### config.mk
export PLATFORM = sky130hd
export DESIGN_NAME = power_unit
export DESIGN_NICKNAME = d
export VERILOG_FILES = /design/src/core/power_unit_pkg.sv /design/src/core/power_unit.sv /design/src/core/wake_flag_cell.sv
export SDC_FILE = /design/constraint.sdc
export NUM_CORES = 1
export LEC_CHECK = 0
export BUFFER_PORTS_ARGS = -buffer_cell sky130_fd_sc_hd__buf_2
export CORE_UTILIZATION = 35
export CTS_CLUSTER_DIAMETER = 200
export DETAILED_ROUTE_END_ITERATION = 8
export PLACE_DENSITY = 0.68
export REMOVE_ABC_BUFFERS = 1
export SYNTH_ARGS = -nofsm -noshare
export SYNTH_HDL_FRONTEND = slang
export SYNTH_SLANG_ARGS = --single-unit
### constraint.sdc
create_clock -name CLK_IN -period 1.8 [get_ports CLK_IN]
set_input_delay 0.09 -clock CLK_IN [delete_from_list [all_inputs] [get_ports CLK_IN]]
set_output_delay 0.09 -clock CLK_IN [all_outputs]
set_load 0.01 [all_outputs]
### src/core/power_unit_pkg.sv
// Constants shared by the power-mode and wake-up control block.
// Assumes an 8-bit special-function register bus owned by the core.
package power_unit_pkg;

   // ***********************
   // Register addresses
   // ***********************
   localparam logic [7:0] WAKE_CFG_ADDR = 8'hB5;
   localparam logic [7:0] MODE_CTL_ADDR = 8'h87;

   // ***********************
   // Field positions
   // ***********************
   localparam int CFG_SLEEP_BIT = 7;
   localparam int CFG_SUSPEND_BIT = 6;
   localparam int CFG_CLEAR_BIT = 5;
   localparam int CFG_GLITCH_BIT = 4;
   localparam int CTL_STOP_BIT = 1;
   localparam int CTL_IDLE_BIT = 0;
   localparam int GF_LSB = 2;
   localparam int GF_W = 6;
   localparam int SRC_N = 4;

   // ***********************
   // Reset values and timing
   // ***********************
   localparam logic [5:0] GF_RST = 6'h00;
   localparam logic [3:0] WAKE_EN_RST = 4'h0;
   localparam logic [7:0] RDATA_RST = 8'h00;
   localparam logic [1:0] SETTLE_CYC = 2'h2;
   localparam logic [1:0] SETTLE_DONE = 2'h0;

   // ***********************
   // Power modes
   // ***********************
   typedef enum logic [2:0] {
      MODE_RUN = 3'b000,
      MODE_IDLE = 3'b001,
      MODE_STOP = 3'b010,
      MODE_SUSPEND = 3'b011,
      MODE_SLEEP = 3'b100
   } power_mode_t;

endpackage : power_unit_pkg

### src/core/power_unit.sv
// Power-mode and wake-up control with its two special-function registers.
// Assumes the core's SFR bus and event pulses are synchronous to CLK_IN.
`timescale 1ns/1ps
module power_unit (
   // Clock and reset
   input wire logic CLK_IN,
   input wire logic ARST_N_IN,
   // SFR bus
   input wire logic [7:0] SFR_ADDR_IN,
   input wire logic SFR_WR_IN,
   input wire logic SFR_RD_IN,
   input wire logic [7:0] SFR_WDATA_IN,
   output logic [7:0] SFR_RDATA_OUT,
   // Wake-up sources
   input wire logic RST_GLITCH_IN,
   input wire logic RTC_OSC_FAIL_IN,
   input wire logic RTC_ALARM_IN,
   input wire logic PORT_MATCH_IN,
   input wire logic CMP_RISE_IN,
   input wire logic IRQ_IN,
   // Oscillator control
   input wire logic LPOSC_OFF_REQ_IN,
   output logic LPOSC_OFF_OUT,
   // Mode status
   output logic [2:0] MODE_OUT,
   output logic WAKE_OUT
);
   // ***********************
   // Reset release
   // ***********************
   logic rst_meta_r;
   logic rst_n;

   always_ff @(posedge CLK_IN or negedge ARST_N_IN) begin
      if (!ARST_N_IN) begin
         rst_meta_r <= 1'b0;
         rst_n <= 1'b0;
      end else begin
         rst_meta_r <= 1'b1;
         rst_n <= rst_meta_r;
      end
   end

   // ***********************
   // Bus decode
   // ***********************
   function automatic logic hit(input logic [7:0] a, input logic [7:0] r);
      hit = (a == r);
   endfunction : hit

   logic cfg_wr;
   logic ctl_wr;
   assign cfg_wr = SFR_WR_IN && hit(SFR_ADDR_IN,
      power_unit_pkg::WAKE_CFG_ADDR);
   assign ctl_wr = SFR_WR_IN && hit(SFR_ADDR_IN,
      power_unit_pkg::MODE_CTL_ADDR);

   // ***********************
   // Wake flags
   // ***********************
   power_unit_pkg::power_mode_t mode_r;
   power_unit_pkg::power_mode_t mode_nxt;
   logic [3:0] wake_en_r;
   logic [3:0] wake_en_nxt;
   logic [3:0] src_evt;
   logic [3:0] src_en;
   logic [3:0] src_flag;
   logic glitch_flag;
   logic flag_clear;
   logic any_flag;
   logic asleep;

   assign asleep = (mode_r == power_unit_pkg::MODE_SUSPEND) ||
                   (mode_r == power_unit_pkg::MODE_SLEEP);
   assign src_evt = {RTC_OSC_FAIL_IN, RTC_ALARM_IN, PORT_MATCH_IN,
                     CMP_RISE_IN};
   // Comparator flag only records an edge that caused a wake-up
   assign src_en = {wake_en_r[3:1],
                    wake_en_r[0] && asleep};
   assign flag_clear = cfg_wr &&
      SFR_WDATA_IN[power_unit_pkg::CFG_CLEAR_BIT];

   genvar gi;
   generate
      for (gi = 0; gi < power_unit_pkg::SRC_N; gi++) begin : g_src
         wake_flag_cell u_flag (
            .clk(CLK_IN),
            .rst_n(rst_n),
            .event_in(src_evt[gi]),
            .enable_in(src_en[gi]),
            .clear_in(flag_clear),
            .flag_out(src_flag[gi])
         );
      end
   endgenerate

   wake_flag_cell u_glitch (
      .clk(CLK_IN),
      .rst_n(rst_n),
      .event_in(RST_GLITCH_IN),
      .enable_in(1'b1),
      .clear_in(flag_clear),
      .flag_out(glitch_flag)
   );

   assign any_flag = glitch_flag || (|src_flag);

   // ***********************
   // Mode control
   // ***********************
   logic [5:0] gf_r;
   logic [5:0] gf_nxt;
   logic [1:0] settle_r;
   logic [1:0] settle_nxt;
   logic wake_r;
   logic wake_nxt;
   logic lposc_r;
   logic lposc_nxt;
   logic wake_hit;

   assign wake_hit = |(src_evt & wake_en_r);

   always_comb begin
      mode_nxt = mode_r;
      wake_en_nxt = wake_en_r;
      gf_nxt = gf_r;
      settle_nxt = settle_r;
      wake_nxt = 1'b0;
      lposc_nxt = LPOSC_OFF_REQ_IN && !any_flag;
      if (settle_r != power_unit_pkg::SETTLE_DONE) begin
         settle_nxt = settle_r - 2'h1;
      end
      if (cfg_wr) begin
         wake_en_nxt = SFR_WDATA_IN[3:0];
      end
      if (ctl_wr) begin
         gf_nxt = SFR_WDATA_IN[7:2];
      end
      case (mode_r)
         power_unit_pkg::MODE_RUN: begin
            if (cfg_wr && !any_flag &&
                SFR_WDATA_IN[power_unit_pkg::CFG_SLEEP_BIT]) begin
               mode_nxt = power_unit_pkg::MODE_SLEEP;
            end else if (cfg_wr && !any_flag &&
                SFR_WDATA_IN[power_unit_pkg::CFG_SUSPEND_BIT]) begin
               mode_nxt = power_unit_pkg::MODE_SUSPEND;
            end else if (ctl_wr &&
                SFR_WDATA_IN[power_unit_pkg::CTL_STOP_BIT]) begin
               mode_nxt = power_unit_pkg::MODE_STOP;
            end else if (ctl_wr &&
                SFR_WDATA_IN[power_unit_pkg::CTL_IDLE_BIT]) begin
               mode_nxt = power_unit_pkg::MODE_IDLE;
            end
         end
         power_unit_pkg::MODE_IDLE: begin
            if (IRQ_IN || wake_hit) begin
               mode_nxt = power_unit_pkg::MODE_RUN;
               wake_nxt = 1'b1;
            end
         end
         // Only a reset leaves stop mode
         power_unit_pkg::MODE_STOP: begin
            mode_nxt = power_unit_pkg::MODE_STOP;
         end
         power_unit_pkg::MODE_SUSPEND: begin
            if (wake_hit) begin
               mode_nxt = power_unit_pkg::MODE_RUN;
               wake_nxt = 1'b1;
               settle_nxt = power_unit_pkg::SETTLE_CYC;
            end
         end
         power_unit_pkg::MODE_SLEEP: begin
            if (wake_hit) begin
               mode_nxt = power_unit_pkg::MODE_RUN;
               wake_nxt = 1'b1;
            end
         end
         default: begin
            mode_nxt = power_unit_pkg::MODE_RUN;
         end
      endcase
   end

   always_ff @(posedge CLK_IN or negedge rst_n) begin
      if (!rst_n) begin
         mode_r <= power_unit_pkg::MODE_RUN;
         wake_en_r <= power_unit_pkg::WAKE_EN_RST;
         gf_r <= power_unit_pkg::GF_RST;
         settle_r <= power_unit_pkg::SETTLE_DONE;
         wake_r <= 1'b0;
         lposc_r <= 1'b0;
      end else begin
         mode_r <= mode_nxt;
         wake_en_r <= wake_en_nxt;
         gf_r <= gf_nxt;
         settle_r <= settle_nxt;
         wake_r <= wake_nxt;
         lposc_r <= lposc_nxt;
      end
   end

   // ***********************
   // Read path
   // ***********************
   logic [7:0] rdata_r;
   logic [7:0] rdata_nxt;
   logic flag_mask;

   assign flag_mask = (settle_r != power_unit_pkg::SETTLE_DONE);

   // Mode-select and clear bits have no read value
   always_comb begin
      rdata_nxt = rdata_r;
      if (SFR_RD_IN) begin
         rdata_nxt = power_unit_pkg::RDATA_RST;
         if (hit(SFR_ADDR_IN, power_unit_pkg::WAKE_CFG_ADDR) &&
             !flag_mask) begin
            rdata_nxt[power_unit_pkg::CFG_GLITCH_BIT] = glitch_flag;
            rdata_nxt[3:0] = src_flag;
         end else if (hit(SFR_ADDR_IN, power_unit_pkg::MODE_CTL_ADDR)) begin
            rdata_nxt[7:2] = gf_r;
         end
      end
   end

   always_ff @(posedge CLK_IN or negedge rst_n) begin
      if (!rst_n) begin
         rdata_r <= power_unit_pkg::RDATA_RST;
      end else begin
         rdata_r <= rdata_nxt;
      end
   end

   assign SFR_RDATA_OUT = rdata_r;
   assign MODE_OUT = mode_r;
   assign WAKE_OUT = wake_r;
   assign LPOSC_OFF_OUT = lposc_r;
endmodule : power_unit

### src/core/wake_flag_cell.sv
// One sticky wake-up flag.
// Assumes event pulses synchronous to the system clock.
`timescale 1ns/1ps
module wake_flag_cell (
   input wire logic clk,
   input wire logic rst_n,
   input wire logic event_in,
   input wire logic enable_in,
   input wire logic clear_in,
   output logic flag_out
);
   logic flag_r;
   logic flag_nxt;

   // Set wins over a clear in the same cycle
   always_comb begin
      flag_nxt = flag_r;
      if (clear_in) begin
         flag_nxt = 1'b0;
      end
      if (event_in && enable_in) begin
         flag_nxt = 1'b1;
      end
   end

   always_ff @(posedge clk or negedge rst_n) begin
      if (!rst_n) begin
         flag_r <= 1'b0;
      end else begin
         flag_r <= flag_nxt;
      end
   end

   assign flag_out = flag_r;

endmodule : wake_flag_cell

==> flow_metrics.env <==
export IMPL_synthAdderAreaFrac_pct=0
export IMPL_endpoint_kind="flip-flop"
export IMPL_hp_class="in2reg"
export IMPL_cts_tree="done"
export IMPL_max_clock_freq_ghz=0.6720
export IMPL_crit_buf_inv=0
export IMPL_drt_pass1_iter_count=4
export IMPL_post_cts_buffers=0
export IMPL_h_tree_depth=2
export IMPL_grt_pass1_wl_um=5464
export IMPL_finalHoldViolCount=0
export IMPL_worstPathArrival_ns=1.68
export IMPL_start_util_pct=37.47
export IMPL_cts_made_buffers=5
export IMPL_grt_pass1_vias=1197
export IMPL_layout_commonest_cell="buf_2"
export IMPL_grt_max_degree=31
export IMPL_die_x_um=65.31
export IMPL_wl_per_cell_um=14.63
export IMPL_synth_warnings=0
export IMPL_p_clk_share_pct=35.6
export IMPL_synth_compound_area_share_pct=15.08
export IMPL_rows=22
export IMPL_placeableCoreArea_um2=3744
export IMPL_synth_ff_latch_count=32
export IMPL_grt_usage_pct=17.34
export IMPL_antenna_found_initial=0
export IMPL_grt_overflow=0
export IMPL_cts_sinks=32
export IMPL_p_int_w=0.001095
export IMPL_cellPowerDensity_nw_per_um2=833.2
export IMPL_tns_ns=0
export IMPL_ios=40
export IMPL_cts_root_buf="clkbuf_8"
export IMPL_antenna_cells=0
export IMPL_synth_main_ff_cell="dfrtp_1"
export IMPL_cts_clk_slew_worst_paths_ns=0.06
export IMPL_fin_crit_sh_pct=82.68
export IMPL_crit_chain="a22oi_1 > and3_1 > a2111o_1 > o31ai_2"
export IMPL_drive_above_1_share_pct=36.31
export IMPL_cap_violations=0
export IMPL_instances_no_fill=216
export IMPL_synth_edf_count=0
export IMPL_grt_setup_unrepaired="no"
export IMPL_synth_top_family_by_area="compound AO/OA/AOI/OAI gates"
export IMPL_min_delay_path_depth=2
export IMPL_crit_type="reg2reg"
export IMPL_dpl_cell_area_um2=1640
export IMPL_swShare_pct=24.37
export IMPL_cp_required_ns=1.99
export IMPL_synth_seq_area_share_pct=57.09
export IMPL_min_period_ns=1.488
export IMPL_ys_types=36
export IMPL_cp_num_cells=4
export IMPL_status="finished clean"
export IMPL_setup_violations=0
export IMPL_synth_xor_xnor_area_share_pct=0
export IMPL_synthCells=124
export IMPL_cts_resized=0
export IMPL_wirelength_um=3161
export IMPL_cp_start_kind="flip-flop"
export IMPL_p_switching_w=0.0003529
export IMPL_clk_path_buf_depth=2
export IMPL_path_max_fanout=7
export IMPL_dieHeight_um=65.31
export IMPL_slew_violations=0
export IMPL_dp_hpwl_um=2380
export IMPL_ant_nets=0
export IMPL_drtIter0Drc=24
export IMPL_synth_simple_area_share_pct=15.08
export IMPL_pwr_share_comb_pct=9.3
export IMPL_netlist_area_um2=1403
export IMPL_portBuffers=39
export IMPL_avgViaCountPerCell=5.116
export IMPL_ctsHoldBuffers=2
export IMPL_critPathSlowestCell="a2111o_1"
export IMPL_clk_latency_ns=0.28
export IMPL_gp_congestion=0.8357
export IMPL_max_vdd_ir_drop_mv=0.5642
export IMPL_final_area_um2=1738
export IMPL_p_seq_share_pct=55.0
export IMPL_synth_async_reset_ratio_pct=100.0
export IMPL_placed_cells=207
export IMPL_total_power_w=0.001448
export IMPL_die_area_um2=4265
export IMPL_synthToLayoutAreaGrowth_pct=23.91
export IMPL_cp_top_family="compound AO/OA/AOI/OAI gates"
export IMPL_syn_avg_cell_area_um2=11.31
export IMPL_max_stage_delay_ns=0.45
export IMPL_leakagePower_nw=0.8661
export IMPL_drcViolationCount=0
export IMPL_skew_ns=0.006545
export IMPL_synthMuxAreaShare_pct=8.029
export IMPL_vias=1105
export IMPL_mostFrequentLayoutCells="buf_2 (39), dfrtp_1 (32), mux2_2 (10)"
export IMPL_worst_r2r_cell_count=4
export IMPL_nets=195
[area by class of cell]
cell class                      count  area, µm²
Timing Repair Buffer               43      230.2
Fill cell                         387       2006
Clock inverter                      1      5.005
Tap cell                           48      60.06
Multi-Input combinational cell     78      539.3
Inverter                            8      30.03
Sequential cell                    32      800.8
Clock buffer                        6      72.57
[kinds of logic after synthesis]
logic type / after synthesis
AO/OA/AOI/OAI: 29
buffers and inverters: 14
flip-flops: 32
multiplexers: 10
other: 1
AND/OR/NAND/NOR: 38
[metal layers]
layer | track usage [%] | wire length (µm) | up-vias
met5 | 0 | 0 | -
met2 | 27.71 | 1538 | 36
li1 | - | - | 531
met3 | 4.340 | 158 | 7
met1 | 19.98 | 1391 | 531
met4 | 12.77 | 72 | 0
[synthesized netlist by cell type, types with 2 or more instances]
cell type	n	area (µm²)
a21o_1	3	22.52
nor3b_1	2	15.01
mux2_2	10	112.6
nor2b_1	2	12.51
o21ai_0	5	25.02
a21oi_1	4	20.02
a22o_1	2	17.52
nor2_1	7	26.28
and3_1	3	18.77
and4_1	2	17.52
buf_2	2	10.01
nand2_1	7	26.28
dfrtp_1	32	800.8
a22oi_1	4	30.03
nand3_1	6	30.03
inv_1	8	30.03
and2_1	3	18.77
clkbuf_1	3	11.26
a31oi_1	2	12.51
[state kept, by name, summed over array words and instances, names as in the netlist, 2 cells and up]
signal                 cells
g_src.u_flag.flag_out      4
SFR_RDATA_OUT              8
wake_en_r                  4
gf_r                       6
settle_r                   2
MODE_OUT                   3
[per-stage QoR]
step                util [%]  hold WS, ns  worst slack, ns
floorplan                  -      -0.2056           0.4521
global placement       43.82      -0.1246           0.4012
detailed placement     43.82      -0.1219           0.3120
CTS                    46.42      0.02989           0.3059
global route           46.42      0.04496           0.1855
finish                 46.42      0.03936           0.3118
[power groups by stage]
stage	Sequential [W]	Clock [W]	Combinational, W
2_1_floorplan	0.000812	0	0.0000606
3_3_place_gp	0.000808	0	0.000128
3_5_place_dp	0.000810	0	0.000133
4_1_cts	0.000797	0.000532	0.000137
5_1_grt	0.000801	0.000565	0.000154
6_report	0.000797	0.000516	0.000135
[final timing paths]
| path | startpoint | endpoint | slack (ns) |
|---|---|---|---|
| min | SFR_WDATA_IN[4] | gf_r[2] | 0.04 |
| max reg2reg | wake_en_r[2] | MODE_OUT[0] | 0.31 |
| min reg2reg | rst_n | SFR_RDATA_OUT[4] | 0.25 |
| max in group asynchronous | rst_n | wake_en_r[0] | 1.28 |
| min in group asynchronous | ARST_N_IN | rst_n | 0.11 |
| max | wake_en_r[2] | MODE_OUT[0] | 0.31 |
(Power assumes the default switching activity.)
